$ cat src/hw/psr_defs.svh
// Purpose : named timing and count constants of the supervisor block
// Assumes : 125 MHz reference clock, oscillator tick of about 33 us
// Notes   : times kept in their own units, counts derived from them
`ifndef PSR_DEFS_SVH
`define PSR_DEFS_SVH

// ********************************************************************
// clock and oscillator
// ********************************************************************
`define PSR_CLK_PERIOD_NS   8
`define PSR_OSC_PERIOD_NS   33000
`define PSR_OSC_PERIOD_US   33
`define PSR_CEIL_DIV(a, b)  (((a) + (b) - 1) / (b))

// ********************************************************************
// times in microseconds
// ********************************************************************
`define PSR_RST_MIN_US      25000
`define PSR_PWRUP_TYP_US    100000
`define PSR_WDOG_TYP_US     400000
`define PSR_NMI_MIN_US      200
`define PSR_CE_HOLD_US      100

// ********************************************************************
// counts of oscillator ticks, and clock cycles per tick
// ********************************************************************
`define PSR_TICK_CYCLES  (`PSR_OSC_PERIOD_NS / `PSR_CLK_PERIOD_NS)
`define PSR_RST_TICKS    `PSR_CEIL_DIV(`PSR_RST_MIN_US, `PSR_OSC_PERIOD_US)
`define PSR_PWRUP_TICKS  `PSR_CEIL_DIV(`PSR_PWRUP_TYP_US, `PSR_OSC_PERIOD_US)
`define PSR_WDOG_TICKS   (`PSR_WDOG_TYP_US / `PSR_OSC_PERIOD_US)
`define PSR_NMI_TICKS    `PSR_CEIL_DIV(`PSR_NMI_MIN_US, `PSR_OSC_PERIOD_US)
`define PSR_CE_TICKS     `PSR_CEIL_DIV(`PSR_CE_HOLD_US, `PSR_OSC_PERIOD_US)
`define PSR_NMI_SAMPLES  2'h3
`define PSR_PB_DEB_TICKS 3
// synchroniser reset: supply low, strobe open, button and enable off
`define PSR_PINS_IDLE    8'hDD

`endif

$ cat src/hw/psr_pkg.sv
// Purpose : types shared by the supervisor block
// Assumes : nothing beyond the constants header
// Notes   : pin group travels as one packed struct
package psr_pkg;

  // ******************************************************************
  // pin group, after synchronisation
  // ******************************************************************
  typedef struct packed {
    logic supply_low;
    logic below_battery;
    logic sense_low;
    logic strobe_n;
    logic strobe_open;
    logic pushbutton_n;
    logic mode_backed;
    logic chip_enable_in_n;
  } psr_pins_type;

  // ******************************************************************
  // state machines
  // ******************************************************************
  typedef enum logic [1:0] {
    RS_HOLD,
    RS_STRETCH,
    RS_RUN
  } psr_rst_state_type;

  typedef enum logic [1:0] {
    CE_PASS,
    CE_HOLD,
    CE_LOCK
  } psr_ce_state_type;

endpackage

$ cat src/hw/psr_top.sv
// Purpose : reset, watchdog, early warning and memory gate supervisor
// Assumes : comparator results arrive as asynchronous digital levels
// Notes   : internal oscillator is a tick divided from REF_CLK
`timescale 1ns/1ns
`default_nettype none
`include "psr_defs.svh"

module psr_top #(
  parameter int unsigned TICK_CYCLES  = `PSR_TICK_CYCLES,
  parameter int unsigned RST_TICKS    = `PSR_RST_TICKS,
  parameter int unsigned PWRUP_TICKS  = `PSR_PWRUP_TICKS,
  parameter int unsigned WDOG_TICKS   = `PSR_WDOG_TICKS,
  parameter int unsigned NMI_TICKS    = `PSR_NMI_TICKS,
  parameter int unsigned CE_TICKS     = `PSR_CE_TICKS,
  parameter int unsigned PB_DEB_TICKS = `PSR_PB_DEB_TICKS
) (
  input  wire logic REF_CLK,
  input  wire logic RST,
  input  wire logic SUPPLY_LOW,
  input  wire logic SUPPLY_BELOW_BATTERY,
  input  wire logic SENSE_LOW,
  input  wire logic WATCHDOG_STROBE_N,
  input  wire logic STROBE_OPEN,
  input  wire logic PUSHBUTTON_RESET_N,
  input  wire logic RESET_MODE_SELECT,
  input  wire logic CHIP_ENABLE_IN_N,
  output var  logic RESET_OUT,
  output var  logic RESET_OUT_N,
  output var  logic INTERRUPT_N_O,
  output var  logic INTERRUPT_N_OE,
  output var  logic CHIP_ENABLE_OUT_N
);

  // ******************************************************************
  // input synchroniser
  // ******************************************************************
  psr_pkg::psr_pins_type sync1_q;
  psr_pkg::psr_pins_type pins_s;
  psr_pkg::psr_pins_type pins_raw;

  always_comb begin
    pins_raw.supply_low       = SUPPLY_LOW;
    pins_raw.below_battery    = SUPPLY_BELOW_BATTERY;
    pins_raw.sense_low        = SENSE_LOW;
    pins_raw.strobe_n         = WATCHDOG_STROBE_N;
    pins_raw.strobe_open      = STROBE_OPEN;
    pins_raw.pushbutton_n     = PUSHBUTTON_RESET_N;
    pins_raw.mode_backed      = RESET_MODE_SELECT;
    pins_raw.chip_enable_in_n = CHIP_ENABLE_IN_N;
  end

  // idle pattern: supply low, button and strobe released
  always_ff @(posedge REF_CLK or posedge RST) begin
    if (RST) begin
      sync1_q <= `PSR_PINS_IDLE;
      pins_s  <= `PSR_PINS_IDLE;
    end else begin
      sync1_q <= pins_raw;
      pins_s  <= sync1_q;
    end
  end

  logic backed;
  logic sense_gate;
  assign backed     = pins_s.mode_backed;
  assign sense_gate = backed && pins_s.sense_low;

  // ******************************************************************
  // oscillator tick
  // ******************************************************************
  logic [12:0] tick_cnt_q, tick_cnt_d;
  logic        tick_q, tick_d;

  always_comb begin
    tick_d     = 1'b0;
    tick_cnt_d = tick_cnt_q + 13'h1;
    if (tick_cnt_q == 13'(TICK_CYCLES - 1)) begin
      tick_cnt_d = 13'h0;
      tick_d     = 1'b1;
    end
  end

  always_ff @(posedge REF_CLK or posedge RST) begin
    if (RST) begin
      tick_cnt_q <= 13'h0;
      tick_q     <= 1'b0;
    end else begin
      tick_cnt_q <= tick_cnt_d;
      tick_q     <= tick_d;
    end
  end

  // ******************************************************************
  // reset sequencer, watchdog and pushbutton
  // ******************************************************************
  psr_pkg::psr_rst_state_type rs_q, rs_d;
  logic [15:0] stretch_q, stretch_d;
  logic [15:0] wd_cnt_q, wd_cnt_d;
  logic [3:0]  pb_cnt_q, pb_cnt_d;
  logic        pwr_q, pwr_d;
  logic        strobe_prev_q;
  logic        strobe_fall;
  logic        wd_en;
  logic        wd_expire;
  logic        pb_block;
  logic        pb_pressed;
  logic        rst_out_q;
  logic        rst_out_n_q;

  assign strobe_fall = strobe_prev_q && !pins_s.strobe_n;
  // watchdog off with open strobe, supply low or backed sense low
  assign wd_en = !pins_s.strobe_open && !pins_s.supply_low
                 && !sense_gate;
  // a kick in the expiry cycle wins, the host was still in time
  assign wd_expire = (rs_q == psr_pkg::RS_RUN) && wd_en && tick_q
                     && !strobe_fall
                     && (wd_cnt_q == 16'(WDOG_TICKS - 1));
  assign pb_block = sense_gate || pins_s.below_battery;
  assign pb_pressed = (pb_cnt_q == 4'(PB_DEB_TICKS));

  always_comb begin
    rs_d      = rs_q;
    stretch_d = stretch_q;
    wd_cnt_d  = wd_cnt_q;
    pwr_d     = pwr_q;
    pb_cnt_d  = pb_cnt_q;
    // button debounce: held low for several ticks before it counts
    if (pb_block || pins_s.pushbutton_n) begin
      pb_cnt_d = 4'h0;
    end else if (tick_q && !pb_pressed) begin
      pb_cnt_d = pb_cnt_q + 4'h1;
    end
    if (pins_s.supply_low) begin
      pwr_d = 1'b1;
    end
    case (rs_q)
      psr_pkg::RS_HOLD: begin
        wd_cnt_d = 16'h0;
        if (!pins_s.supply_low && !pb_pressed) begin
          rs_d      = psr_pkg::RS_STRETCH;
          stretch_d = pwr_q ? 16'(PWRUP_TICKS)
                            : 16'(RST_TICKS);
          pwr_d     = 1'b0;
        end
      end
      psr_pkg::RS_STRETCH: begin
        wd_cnt_d = 16'h0;
        if (tick_q) begin
          stretch_d = stretch_q - 16'h1;
        end
        if (tick_q && stretch_q == 16'h1) begin
          rs_d = psr_pkg::RS_RUN;
        end
      end
      psr_pkg::RS_RUN: begin
        if (!wd_en || strobe_fall) begin
          wd_cnt_d = 16'h0;
        end else if (tick_q) begin
          wd_cnt_d = wd_cnt_q + 16'h1;
        end
        if (wd_expire) begin
          rs_d      = psr_pkg::RS_STRETCH;
          stretch_d = 16'(RST_TICKS);
          wd_cnt_d  = 16'h0;
        end
      end
      default: begin
        rs_d = psr_pkg::RS_HOLD;
      end
    endcase
    // supply loss or a pressed button override everything else
    if (pins_s.supply_low || pb_pressed) begin
      rs_d     = psr_pkg::RS_HOLD;
      wd_cnt_d = 16'h0;
    end
  end

  always_ff @(posedge REF_CLK or posedge RST) begin
    if (RST) begin
      rs_q          <= psr_pkg::RS_HOLD;
      stretch_q     <= 16'h0;
      wd_cnt_q      <= 16'h0;
      pwr_q         <= 1'b1;
      pb_cnt_q      <= 4'h0;
      strobe_prev_q <= 1'b1;
      rst_out_q     <= 1'b1;
      rst_out_n_q   <= 1'b0;
    end else begin
      rs_q          <= rs_d;
      stretch_q     <= stretch_d;
      wd_cnt_q      <= wd_cnt_d;
      pwr_q         <= pwr_d;
      pb_cnt_q      <= pb_cnt_d;
      strobe_prev_q <= pins_s.strobe_n;
      rst_out_q     <= (rs_d != psr_pkg::RS_RUN);
      rst_out_n_q   <= (rs_d == psr_pkg::RS_RUN);
    end
  end

  assign RESET_OUT   = rst_out_q;
  // own flop, so the low-active pin has no gate behind it
  assign RESET_OUT_N = rst_out_n_q;

  // ******************************************************************
  // early warning interrupt
  // ******************************************************************
  logic [1:0]  low_cnt_q, low_cnt_d;
  logic [15:0] nmi_cnt_q, nmi_cnt_d;
  logic        nmi_act_q, nmi_act_d;
  logic        nmi_done_q, nmi_done_d;
  logic        armed_q, armed_d;
  logic        nmi_n_q, nmi_oe_q;
  logic        start_sense;
  logic        start_strobe;

  // sense samples only on ticks; a single high sample rearms it
  assign start_sense = tick_q && pins_s.sense_low && armed_q
                       && !nmi_done_q
                       && (low_cnt_q == `PSR_NMI_SAMPLES - 2'h1)
                       && !(backed && pins_s.supply_low);
  assign start_strobe = sense_gate && strobe_fall && armed_q;

  always_comb begin
    low_cnt_d  = low_cnt_q;
    nmi_cnt_d  = nmi_cnt_q;
    nmi_act_d  = nmi_act_q;
    nmi_done_d = nmi_done_q;
    armed_d    = armed_q;
    if (pins_s.below_battery) begin
      armed_d = 1'b0;
    end else if (!pins_s.supply_low) begin
      armed_d = 1'b1;
    end
    if (!pins_s.sense_low) begin
      low_cnt_d  = 2'h0;
      nmi_done_d = 1'b0;
    end else if (tick_q && low_cnt_q != `PSR_NMI_SAMPLES) begin
      low_cnt_d = low_cnt_q + 2'h1;
    end
    if (nmi_act_q) begin
      if (!pins_s.sense_low) begin
        nmi_act_d = 1'b0;
      end else if (tick_q) begin
        nmi_cnt_d = nmi_cnt_q + 16'h1;
        if (nmi_cnt_q == 16'(NMI_TICKS - 1)) begin
          nmi_act_d  = 1'b0;
          nmi_done_d = 1'b1;
        end
      end
    end else if (start_sense || start_strobe) begin
      nmi_act_d = 1'b1;
      nmi_cnt_d = 16'h0;
    end
    if (pins_s.below_battery) begin
      nmi_act_d = 1'b0;
    end
  end

  always_ff @(posedge REF_CLK or posedge RST) begin
    if (RST) begin
      low_cnt_q  <= 2'h0;
      nmi_cnt_q  <= 16'h0;
      nmi_act_q  <= 1'b0;
      nmi_done_q <= 1'b0;
      armed_q    <= 1'b0;
      nmi_n_q    <= 1'b1;
      nmi_oe_q   <= 1'b0;
    end else begin
      low_cnt_q  <= low_cnt_d;
      nmi_cnt_q  <= nmi_cnt_d;
      nmi_act_q  <= nmi_act_d;
      nmi_done_q <= nmi_done_d;
      armed_q    <= armed_d;
      nmi_n_q    <= !nmi_act_d;
      // non-backed mode floats the pin once on battery
      nmi_oe_q   <= !pins_s.below_battery || backed;
    end
  end

  assign INTERRUPT_N_O  = nmi_n_q;
  assign INTERRUPT_N_OE = nmi_oe_q;

  // ******************************************************************
  // memory chip enable gate
  // ******************************************************************
  psr_pkg::psr_ce_state_type ce_q, ce_d;
  logic [15:0] ce_cnt_q, ce_cnt_d;
  logic        ce_out_q, ce_out_d;

  always_comb begin
    ce_d     = ce_q;
    ce_cnt_d = ce_cnt_q;
    ce_out_d = ce_out_q;
    case (ce_q)
      psr_pkg::CE_PASS: begin
        ce_out_d = pins_s.chip_enable_in_n;
        if (pins_s.supply_low) begin
          ce_cnt_d = 16'h0;
          // an access in flight may finish, within CE_TICKS ticks, before protection
          if (!ce_out_q) begin
            ce_d     = psr_pkg::CE_HOLD;
            ce_out_d = ce_out_q;
          end else begin
            ce_d     = psr_pkg::CE_LOCK;
            ce_out_d = 1'b1;
          end
        end
      end
      psr_pkg::CE_HOLD: begin
        if (tick_q) begin
          ce_cnt_d = ce_cnt_q + 16'h1;
        end
        if (pins_s.chip_enable_in_n
            || (tick_q && ce_cnt_q == 16'(CE_TICKS - 1))) begin
          ce_d     = psr_pkg::CE_LOCK;
          ce_out_d = 1'b1;
        end
      end
      psr_pkg::CE_LOCK: begin
        ce_out_d = 1'b1;
        if (!pins_s.supply_low) begin
          ce_d = psr_pkg::CE_PASS;
        end
      end
      default: begin
        ce_d     = psr_pkg::CE_LOCK;
        ce_out_d = 1'b1;
      end
    endcase
  end

  always_ff @(posedge REF_CLK or posedge RST) begin
    if (RST) begin
      ce_q     <= psr_pkg::CE_LOCK;
      ce_cnt_q <= 16'h0;
      ce_out_q <= 1'b1;
    end else begin
      ce_q     <= ce_d;
      ce_cnt_q <= ce_cnt_d;
      ce_out_q <= ce_out_d;
    end
  end

  assign CHIP_ENABLE_OUT_N = ce_out_q;
endmodule
`default_nettype wire

$ cat config.mk
export PLATFORM = sky130hd
export DESIGN_NAME = psr_top
export DESIGN_NICKNAME = d
export VERILOG_FILES = /design/src/hw/psr_pkg.sv /design/src/hw/psr_top.sv
export VERILOG_INCLUDE_DIRS = /design/src /design/src/hw
export SDC_FILE = /design/constraint.sdc
export NUM_CORES = 1
export LEC_CHECK = 0
export BUFFER_PORTS_ARGS = -buffer_cell sky130_fd_sc_hd__buf_2
export CAP_MARGIN = 0
export CORE_MARGIN = 8
export CORE_UTILIZATION = 45
export DETAILED_ROUTE_END_ITERATION = 8
export GPL_TIMING_DRIVEN = 1
export PLACE_DENSITY = 0.72
export RECOVER_POWER = 100
export SLEW_MARGIN = 5
export SYNTH_ARGS = -nofsm -noshare
export SYNTH_HDL_FRONTEND = slang
export SYNTH_SLANG_ARGS = --single-unit
$ cat constraint.sdc
create_clock -name REF_CLK -period 4.6 [get_ports REF_CLK]
set_input_delay 0.46 -clock REF_CLK [delete_from_list [all_inputs] [get_ports REF_CLK]]
set_output_delay 0.46 -clock REF_CLK [all_outputs]
set_load 0.01 [all_outputs]
======== Word level (Yosys, flattened, before mapping) ========
Cells that the tools add are included.
operators by class
  eq/ne operators ......................... 26
  muxes and demuxes ....................... 53
  $add $sub $neg .......................... 7
  reductions and logical operators ........ 52
operators by type and width
  operator                                            count
  2-to-1 mux 16 bit                                   13
  case mux 16 bit (2 select lines)                    2
  adder 16 x 1 -> 16 bit, second input constant       3
  case mux 16 bit (3 select lines)                    1
  != test 2 bit, second input constant                12
  logical AND 1 bit                                   21
  2-to-1 mux 1 bit                                    20
  2-to-1 mux 2 bit                                    10
  == test 16 x 1 -> 1 bit, second input constant      1
  == test 16 x 14 -> 1 bit, second input constant     1
  == test 16 x 2 -> 1 bit, second input constant      1
  == test 16 x 3 -> 1 bit, second input constant      1
  subtractor 16 x 1 -> 16 bit, second input constant  1
  adder 13 x 1 -> 13 bit, second input constant       1
  == test 13 bit, second input constant               1
  2-to-1 mux 13 bit                                   1
  2-to-1 mux 12 bit                                   1
  case mux 2 bit (3 select lines)                     2
  logical NOT 1 bit                                   11
  AND reduction 3 bit                                 3
  == test 2 bit, second input constant                4
  2-to-1 mux 4 bit                                    2
  logical OR 1 bit                                    7
  nonzero test 2 bit                                  3
  12 further kinds                                    15
word-level totals
  output and inout port bits .............. 5
  register bits ........................... 114

======== Logic depth before layout (Yosys ltp) ========
Gate-level depths: netlist of the first run.
  depth in word-level cells ............... 11
  mapped depth ............................ 9
  mapped depth without buffers ............ 7

======== Worst setup path before layout of the first run ========
OpenSTA, ideal clock, no wires.
  path type ............................... register to register
  from .................................... reg rs_q[0]
  to ...................................... reg stretch_q[13]
  stages on the path, launching flop included .. 9
  library setup time ...................... 0.096 ns
  arrival ................................. 2.012 ns
  setup slack ............................. 2.492 ns
  required time ........................... 4.504 ns
  buffers on the path ..................... 1
  cells stage by stage .................... dfrtp_1 > inv_1 > ha_1 > nor3b_1 > nand3_1 > o21a_1 > or2_4 > buf_2 > o31ai_1
on the way
  cells in the longest elaborated chain, start to end .. 7
  elaborated cells between the ends (all ways) .. 13
  those cells by class .................... eq/ne (5); mux (1); reduce/logical (7)
RTL lines
  element                               RTL line                        RTL
  start, declared                       psr_top.sv:96                   psr_pkg::psr_rst_state_type rs_q, rs_d;
  start signal, assigned                psr_top.sv:180                  rs_q <= psr_pkg::RS_HOLD;
  start signal, assigned                psr_top.sv:189                  rs_q <= rs_d;
  == test 2 bit                         psr_top.sv:115, psr_top.sv:136
  logical AND 1 bit (2 in series)       psr_top.sv:115                  assign wd_expire = (rs_q == psr_pkg::RS_RUN) && wd_en && tick_q
  logical AND 1 bit                     psr_top.sv:116                  && !strobe_fall
  logical AND 1 bit                     psr_top.sv:117                  && (wd_cnt_q == 16'(WDOG_TICKS - 1));
  != test 2 bit (no source line)        --
  AND reduction 4 bit (no source line)  --
  end signal, assigned                  psr_top.sv:190                  stretch_q <= stretch_d;
  end, declared                         psr_top.sv:97                   logic [15:0] stretch_q, stretch_d;
Several ways; a longest one is shown, not always the timed one.
A chain may end at the register's enable or synchronous reset.

======== Worst setup path after layout of the first run ========
  from .................................... reg pb_cnt_q[0]
  to ...................................... reg stretch_q[1]
on the way
  cells in the longest elaborated chain, start to end .. 5
RTL lines
  element                               RTL line        RTL
  start, declared                       psr_top.sv:99   logic [3:0] pb_cnt_q, pb_cnt_d;
  start signal, assigned                psr_top.sv:193  pb_cnt_q <= pb_cnt_d;
  == test 4 x 2 -> 1 bit                psr_top.sv:119  assign pb_pressed = (pb_cnt_q == 4'(PB_DEB_TICKS));
  logical NOT 1 bit                     psr_top.sv:139  if (!pins_s.supply_low && !pb_pressed) begin
  logical AND 1 bit                     psr_top.sv:139
  != test 2 bit (no source line)        --
  AND reduction 4 bit (no source line)  --
No other way between the ends.

==> reports/results.ini, run 1 <==
[yosys]
yosysWarnings=0
synth_top_area_frac=0.420
synth_top_area_cell=dfrtp_1
syn-num-nets=592
ys_seq_elements=114
synth-edff-count=0
yosys.cell_types.count=60
synth_async_sr_flop_share=1.00
ys_seq_area_frac=0.503
syn_avg_cell_area_sq_um=10.1
netlist_instances=565
synthTopCellsByArea=dfrtp_1 42%, dfstp_2 8.3%, xor2_1 5.2%
syn_area_sq_um=5720
ys.flop_type=dfrtp_1

[timing]
fin_skew_ns=0.0128
fin_crit_ns=3.29
rsz0062_at_grt=false
fmax_mhz=304
finalCritPeriodShare=0.715
report.final.slew_viol_count=0
worstMarginPinSlew_ns=1.47
tns_ns=0
setup_viol=0
finalHoldViolCount=0
slew_headroom=0.0194

[place]
dp_hpwl_um=7310
port_buffers=14
place_area_sq_um=5930
place.gp.congestion=0.868

[setup_path]
rrSetupSlack_ns=1.31
critPathMaxStageDelay_ns=1.06
end_kind=register
path_class=register to register
cp_max_fo=17
critPathRequiredTime_ns=4.90
cp.arrival_ns=3.58
crit_chain=ha_1, or3b_1, o2111ai_1, or2_0, mux2_2
slowest_stage=o2111ai_1
cp-start-kind=register

[clock_tree]
htreeDepth=4
path_clk_slew_ns=0.06
clk_path_buf_depth=2
cts_tree=yes
insertion_delay_ns=0.41
cts_buffers=17
root_buffer=clkbuf_16
post-cts-setup-buffers=0
clock-sinks=114
hold_buffers=0
cts_resized=0

[pwr]
p_leak_nw=2.80
powerDensity_nw_per_um2=413
p_clk_frac=0.553
switching_share=0.223
switchingPower_w=0.000603
peakVddDrop_uv=293
p_int_w=0.00210
pwr-share-comb=0.048
pwr-share-seq=0.398

[floorplanning]
core.rowCount=41
fp.dieH_um=129
core_area_sq_um=12500
start_util=0.457
ios=15
die_area_sq_um=16600
die_w_um=129

[outcome]
status=complete, no violations

[drt]
via_per_inst=5.62
first_iter_violations=244
ant_nets=0
drcViolationCount=0
wirelength_um=11200
wl_per_cell_um=14.7
vias=4303
dr.pass1.iters=5

[global_route]
grt_pass1_vias=4257
grt_overflow_total=0
grt_max_degree=89
grt_pass1_wl_um=19700
antenna_found_initial=0
grt_util_all_layers=0.145

[finish]
diodes=0
nets=607
syn_to_final_growth_pct=14.7
drive_gt1_frac=0.113
design_area_sq_um=6560

[run]
drv_cap=0

[hold_path]
hold_class=primary input to register

Yosys cell counts, drive strengths merged, types with 3 or more instances:
cell / count
nor4b: 6
xor2: 34
o31ai: 16
nor4: 11
o2111ai: 7
inv: 24
or4: 7
o211ai: 3
a21oi: 24
nor2: 59
buf: 6
or3: 6
nor2b: 5
a31oi: 11
mux2i: 4
o22ai: 3
o21ai: 24
nand2: 33
or2: 3
dfrtp: 96
dfstp: 18
ha: 17
and3: 15
nand4: 17
nand2b: 9
xnor2: 12
and4: 3
nand3: 28
nor3: 19
nor3b: 3
clkbuf: 13
and2: 5
metrics by stage:
stage	hold WS [ns]	total power [W]	worst slack [ns]	std cells	util
after floorplan	0.331	0.00119	1.15	565	-
after global placement	0.338	0.00123	2.08	733	0.474
after CTS	0.133	0.00274	1.96	765	0.528
final	0.144	0.00271	1.31	765	0.524
after detailed placement	0.346	0.00123	1.96	733	0.474
after global routing	0.126	0.00280	1.10	765	0.524
power groups by stage:
stage,clock network (W),registers (W),logic (W)
after floorplan,0,0.00108,0.000110
after detailed placement,0,0.00110,0.000137
after CTS,0.00152,0.00108,0.000138
final,0.00150,0.00108,0.000131
after global routing,0.00157,0.00108,0.000149
after global placement,0,0.00109,0.000134
cells by family (layout without fill, tap and decap cells):
family	after synthesis	after routing	synth area share
and+or+nand+nor	236	236	0.229
DFF	114	114	0.503
AOI/OAI and AO/OA	103	103	0.120
xor gates and xnor gates	46	46	0.0705
buffers and inverters	43	71	0.0295
adders and majority gates	17	17	0.0372
muxes	6	6	0.0109
critical path: cells and delay by family (launching register included):
kind / cells / cell delay, ns
fa+ha+maj: 1 / 0.18
simple gates: 2 / 1.15
flops: 1 / 0.39
mux: 1 / 0.40
compound gates: 1 / 1.06
routing by layer:
metal  track usage  vias to the layer above  wire length [um]  share of wire
met5             0                        -                 0              0
met4        0.0567                        0               147          0.013
met3        0.0327                       14               444          0.040
met2         0.227                      122              5330           0.47
met1         0.191                     2091              5300           0.47
li1              -                     2076                 -              -
cells in the final DEF, fill, tap and decap left out, types with 4 or more instances in the layout:
cell	count
xor2_1	34
nor2_1	59
and2_0	4
nand2_1	33
clkinv_4	5
or3_1	6
bufinv_16	6
nand4_1	17
a21oi_1	24
mux2i_1	4
or4_1	6
xnor2_1	12
o2111ai_1	7
o31ai_1	16
nor2b_1	5
nor4b_1	5
clkbuf_16	17
and3_1	15
a31oi_1	11
nand3_1	28
clkbuf_1	6
nor4_1	9
nand2b_1	9
dfrtp_1	96
inv_1	23
buf_2	9
ha_1	17
o21ai_0	24
nor3_1	19
dfstp_2	15
registers in the layout, indices dropped and copies added (netlist names), 2 cells and up:
name	flops
wd_cnt_q	16
stretch_q	16
pins_s	7
ce_cnt_q	16
ce_q	2
pb_cnt_q	4
low_cnt_q	2
tick_cnt_q	13
sync1_q	8
nmi_cnt_q	16
rs_q	2
final timing paths:
kind                                 end                  from  depth (start not counted)
min in group asynchronous  tick_cnt_q[2]                   RST                          2
min reg2reg                    pins_s[4]            sync1_q[4]                          0
max in group asynchronous    ce_cnt_q[2]                   RST                          3
max reg2reg                 stretch_q[1]           pb_cnt_q[0]                          5
min                           sync1_q[6]  SUPPLY_BELOW_BATTERY                          1
max                         stretch_q[1]           pb_cnt_q[0]                          5
final cells by class:
type	count	area, sq um
Timing Repair Buffer	15	67.6
Inverter	24	92.6
Clock buffer	17	425
Sequential cell	114	2880
Multi-Input combinational cell	408	2630
Tap cell	172	215
Clock inverter	15	256
Fill cell	1102	5960
Note: power is estimated with default switching activity, not from simulation.
==> run 2: changes to the inputs <==
--- a/config.mk
+++ b/config.mk
@@ -12,7 +12,7 @@
 export CORE_UTILIZATION = 45
 export DETAILED_ROUTE_END_ITERATION = 8
 export GPL_TIMING_DRIVEN = 1
-export PLACE_DENSITY = 0.72
+export PLACE_DENSITY = 0.74
 export RECOVER_POWER = 100
 export SLEW_MARGIN = 5
 export SYNTH_ARGS = -nofsm -noshare
==> constraint.sdc (replaced) <==
create_clock -name REF_CLK -period 2.75 [get_ports REF_CLK]
set_input_delay 0.275 -clock REF_CLK [delete_from_list [all_inputs] [get_ports REF_CLK]]
set_output_delay 0.275 -clock REF_CLK [all_outputs]
set_load 0.01 [all_outputs]
==> reports/results.ini, run 2 (synthesis gave the netlist of run 1 again) <==
[setup_path]
path_class=register to register
rr_worst_depth=5
critPathRequiredTime_ns=3.02
cp-start-kind=register
r2r_start=pins_s[7]
end_kind=register
cp_max_fo=14
endpoint=ce_cnt_q[13]
cp.arrival_ns=2.72
startpoint=pins_s[7]
reg2reg_to=ce_cnt_q[13]
rrSetupSlack_ns=0.30

[timing]
rsz0062_at_grt=false
fmax_mhz=408
fin_crit_ns=2.45
report.final.slew_viol_count=64
fin_skew_ns=0.00844
slew_headroom=-0.00463
finalHoldViolCount=0
finalCritPeriodShare=0.892
worstMarginPinSlew_ns=1.51
setup_viol=0
tns_ns=0

[finish]
layout_common_cells=96 x dfrtp_1, 59 x nor2_1, 34 x xor2_1, 33 x nand2_1, 28 x nand3_1
drive_gt1_frac=0.128
nFillCells=1094
layout.cells.most_common=dfrtp_1
nets=624
diodes=0
syn_to_final_growth_pct=16.1
design_area_sq_um=6640

[drt]
first_iter_violations=257
ant_nets=0
wl_per_cell_um=14.9
wirelength_um=11700
dr.pass1.iters=5
drcViolationCount=0
wl_met2_um=5710
vias=4399
via_per_inst=5.63
wl_met3_um=342
m1WireLength_um=5400
top_layer_used=met4

[outcome]
status=finished with violations
violations=max-capacitance violations, max-slew violations

[floorplanning]
core_area_sq_um=12500
core.rowCount=41
ios=15
die_w_um=129
start_util=0.457
fp.dieH_um=129
die_area_sq_um=16600

[global_route]
grt_max_degree=65
grt_overflow_total=0
antenna_found_initial=0
grt_pass1_vias=4314
grt_util_all_layers=0.150
grt_pass1_wl_um=20300

[place]
place_area_sq_um=6000
dp_hpwl_um=7730
place.gp.congestion=0.844
port_buffers=14

[pwr]
powerDensity_nw_per_um2=641
peakVddDrop_uv=449
p_leak_nw=2.83

[hold_path]
hold_class=primary input to async pin

[clock_tree]
cts_buffers=17
htreeDepth=4
path_clk_slew_ns=0.06
insertion_delay_ns=0.41
clock-sinks=114
root_buffer=clkbuf_16
cts_resized=0
clk_path_buf_depth=2
cts_tree=yes

[run]
drv_cap=1

[run 2: changes by cell type in the layout (fill, tap and decap cells not counted), sizes merged]
cell,delta
buf,+4
clkinv,-3
inv,+5
dlygate4sd3,+8
clkinvlp,+2
clkbuf,+5
bufinv,-4
[run 2: worst min path at each step]
stage                     end              from  cells after the start
2_1_floorplan      sync1_q[0]  CHIP_ENABLE_IN_N                      0
3_3_place_gp        pins_s[5]        sync1_q[5]                      0
3_5_place_dp        pins_s[5]        sync1_q[5]                      0
4_1_cts           ce_cnt_q[2]               RST                      3
5_1_grt             pins_s[5]        sync1_q[5]                      0
6_report       INTERRUPT_N_OE               RST                      3
[run 2: layer usage]
| layer | track usage | vias to the layer above |
|---|---|---|
| li1 | - | 2105 |
| met5 | 0 | - |
| met1 | 0.192 | 2180 |
| met3 | 0.0339 | 18 |
| met2 | 0.240 | 96 |
| met4 | 0.0657 | 0 |
[run 2: what timing repair did]
action / CTS / global route
hold buffers: 8 / 0
setup buffers: 0 / 0
endpoints found under the hold margin: 8 / 0
[run 2: area by class of cell]
type                       count  area, sq um  area share
multi-input combinational    408         2660       0.401
clock buffer                  17          425      0.0641
sequential                   114         2880       0.433
timing repair buffer          32          199      0.0300
tap                          172          215      0.0324
inverter                      24         91.3      0.0138
clock inverter                15          173      0.0260
[run 2: worst max-delay path, cell delays in order, from the launching register on]
cell     delay, ns
dfstp_1       0.83
mux2i_1       0.27
or4b_1        0.71
nor3b_1       0.30
xnor2_1       0.15
nor2_1        0.05
[run 2: per-stage QoR]
stage          instances  power (W)  worst slack (ns)  hold slack, ns   util
2_1_floorplan        565    0.00200             0.642           0.279      -
4_1_cts              782    0.00430             0.453          0.0812  0.534
3_5_place_dp         742    0.00207             0.493           0.336  0.480
3_3_place_gp         742    0.00206             0.583           0.336  0.480
6_report             782    0.00426             0.297           0.282  0.530
5_1_grt              782    0.00441             0.183           0.355  0.530
[run 2: report_power, final]
group          internal (W)  leakage, nW  switching, W  total [W]
combinational     0.0000872         1.08      0.000155   0.000242
sequential          0.00174         1.47     0.0000689    0.00181
clock               0.00136        0.284      0.000847    0.00221
==> run 3: changes to the inputs <==
--- a/config.mk
+++ b/config.mk
@@ -6,6 +6,7 @@
 export SDC_FILE = /design/constraint.sdc
 export NUM_CORES = 1
 export LEC_CHECK = 0
+export ABC_AREA = 1
 export BUFFER_PORTS_ARGS = -buffer_cell sky130_fd_sc_hd__buf_2
 export CAP_MARGIN = 0
 export CORE_MARGIN = 8
==> reports/results.ini, run 3 <==
[outcome]
status=complete, no violations

[run]
drv_cap=0

[setup_path]
rrSetupSlack_ns=0.55
end_kind=register
crit_chain=inv_1, ha_1, nand3_1, nor2_1, nand3_1, nand2_1, nand2_2, inv_1, o21ai_0
cp_num_cells=9
endpoint=stretch_q[8]
cpLargestDelayFamily=simple AND/OR/NAND/NOR gates
cp.arrival_ns=2.49
startpoint=rs_q[0]
path_class=register to register
cp-start-kind=register
rr_worst_depth=9
r2r_start=rs_q[0]
critPathRequiredTime_ns=3.04
cp_max_fo=24
critPathMaxStageDelay_ns=0.43
path_buf_inv=2
reg2reg_to=stretch_q[8]
slowest_stage=dfrtp_1

[timing]
whs_ns=0.346
worstMarginPinSlew_ns=1.09
setup_viol=0
fin_skew_ns=0.00778
slew_headroom=0.270
fin_ws_ns=0.551
tns_ns=0
rsz0062_at_grt=false
report.final.slew_viol_count=0
fmax_mhz=455
finalCritPeriodShare=0.800
fin_crit_ns=2.20
finalHoldViolCount=0

[pwr]
pwr-share-seq=0.402
switching_share=0.230
switchingPower_w=0.00104
pwr-share-comb=0.077
p_int_w=0.00348
p_clk_frac=0.521
peakVddDrop_uv=535
p_leak_nw=3.35
powerDensity_nw_per_um2=627

[floorplanning]
fp.dieH_um=134
die_w_um=134
ios=15
start_util=0.458
core.rowCount=43
core_area_sq_um=13800
die_area_sq_um=18100

[finish]
nets=881
drive_gt1_frac=0.0773
layout_common_cells=196 x nand2_1, 120 x inv_1, 97 x nor2_1, 96 x dfrtp_1, 78 x nand3_1
layout.cells.most_common=nand2_1
seqCellArea_sq_um=2880
diodes=0
design_area_sq_um=7210
syn_to_final_growth_pct=14.4
nFillCells=1300
multiInputGateArea_sq_um=2840

[yosys]
netlist_instances=821
syn_avg_cell_area_sq_um=7.68
ys.flop_type=dfrtp_1
ys_seq_area_frac=0.456
syn-num-nets=848
synth_top_area_frac=0.381
yosysMostFrequentCell=nand2_1
synthTopCellsByArea=dfrtp_1 38%, nand2_1 11%, dfstp_2 7.5%
synth_async_sr_flop_share=1.00
yosysWarnings=0
synth-edff-count=0
ys_seq_elements=114
syn_area_sq_um=6300
synthTopCellsByCount=193 x nand2_1, 121 x inv_1, 96 x dfrtp_1, 96 x nor2_1, 76 x nand3_1
yosys.cell_types.count=43
synth_top_area_cell=dfrtp_1

[clock_tree]
cts_resized=0
post-cts-setup-buffers=0
path_clk_slew_ns=0.05
hold_buffers=9
htreeDepth=4
cts_buffers=17
cts_tree=yes
insertion_delay_ns=0.41
root_buffer=clkbuf_16
clk_path_buf_depth=2
clock-sinks=114

[place]
dp_hpwl_um=9060
place.gp.congestion=0.870
dp_slack_ns=0.657
port_buffers=14
place_area_sq_um=6570

[hold_path]
hold_class=register to register
holdCritStartpoint=sync1_q[5]

[drt]
wirelength_um=13100
first_iter_violations=363
vias=5314
dr.pass1.iters=5
drcViolationCount=0
wl_per_cell_um=12.5
via_per_inst=5.08
ant_nets=0

[global_route]
grt_pass1_wl_um=23000
grt_util_all_layers=0.156
grt_max_degree=71
antenna_found_initial=0
grt_overflow_total=0
grt_pass1_vias=4982

==> run 3: cell count changes after synthesis, moves of 14 or more <==
| cell | before | now |
|---|---|---|
| and3_1 | 15 | 1 |
| nor2_1 | 59 | 96 |
| nand3_1 | 28 | 76 |
| nand4_1 | 17 | 41 |
| xor2_1 | 34 | 15 |
| inv_1 | 24 | 121 |
| nand2_1 | 33 | 193 |
==> run 3: cell type report <==
class	count	share of cell area
clock buffers	24	0.0682
multi-input cells	572	0.393
inverters	121	0.0631
repair buffers	28	0.0250
flip-flops and latches	114	0.399
well taps	180	0.0312
clock inverters	8	0.0208
==> run 3: power groups by stage <==
| stage | clock [W] | sequential, W | combinational (W) |
|---|---|---|---|
| after detailed placement | 0 | 0.00185 | 0.000357 |
| after global placement | 0 | 0.00185 | 0.000356 |
| after global routing | 0.00247 | 0.00183 | 0.000404 |
| after floorplan | 0 | 0.00184 | 0.000271 |
| after CTS | 0.00240 | 0.00182 | 0.000367 |
| final | 0.00236 | 0.00182 | 0.000347 |
==> run 3: layer usage <==
layer / GRT usage / share of wire / vias up
met2: 0.244 / 0.46 / 108
met3: 0.0438 / 0.045 / 15
met1: 0.202 / 0.48 / 2452
met4: 0.0555 / 0.012 / 0
met5: 0 / 0 / -
li1: - / - / 2739
==> run 3: kinds of logic after synthesis <==
kind of cell,Yosys count,synth area share
flops,114,0.456
simple gates,453,0.320
buf+inv,135,0.0859
xor+xnor,19,0.0264
fa+ha+maj,17,0.0337
compound gates,83,0.0776
==> run 3: worst min path at each step <==
stage | to | slack (ns) | cells past startpoint
final | pins_s[5] | 0.35 | 0
after global routing | pins_s[5] | 0.35 | 0
after CTS | pins_s[5] | 0.35 | 0
after detailed placement | pins_s[5] | 0.33 | 0
after global placement | backed | 0.33 | 0
after floorplan | sync1_q[0] | 0.28 | 0
==> run 3: worst register-to-register path: stages (launching register included) <==
cell and delay, ns:
dfrtp_1 0.43, inv_1 0.12, ha_1 0.29, nand3_1 0.16, nor2_1 0.21, nand3_1 0.20
nand2_1 0.15, nand2_2 0.27, inv_1 0.19, o21ai_0 0.08
==> run 3: through the flow <==
| step | total power [W] | std cells | util |
|---|---|---|---|
| 4_1_cts | 0.00459 | 1047 | 0.530 |
| 3_3_place_gp | 0.00220 | 1006 | 0.477 |
| 3_5_place_dp | 0.00221 | 1006 | 0.477 |
| 5_1_grt | 0.00470 | 1047 | 0.524 |
| 2_1_floorplan | 0.00211 | 821 | - |
| 6_report | 0.00452 | 1047 | 0.524 |
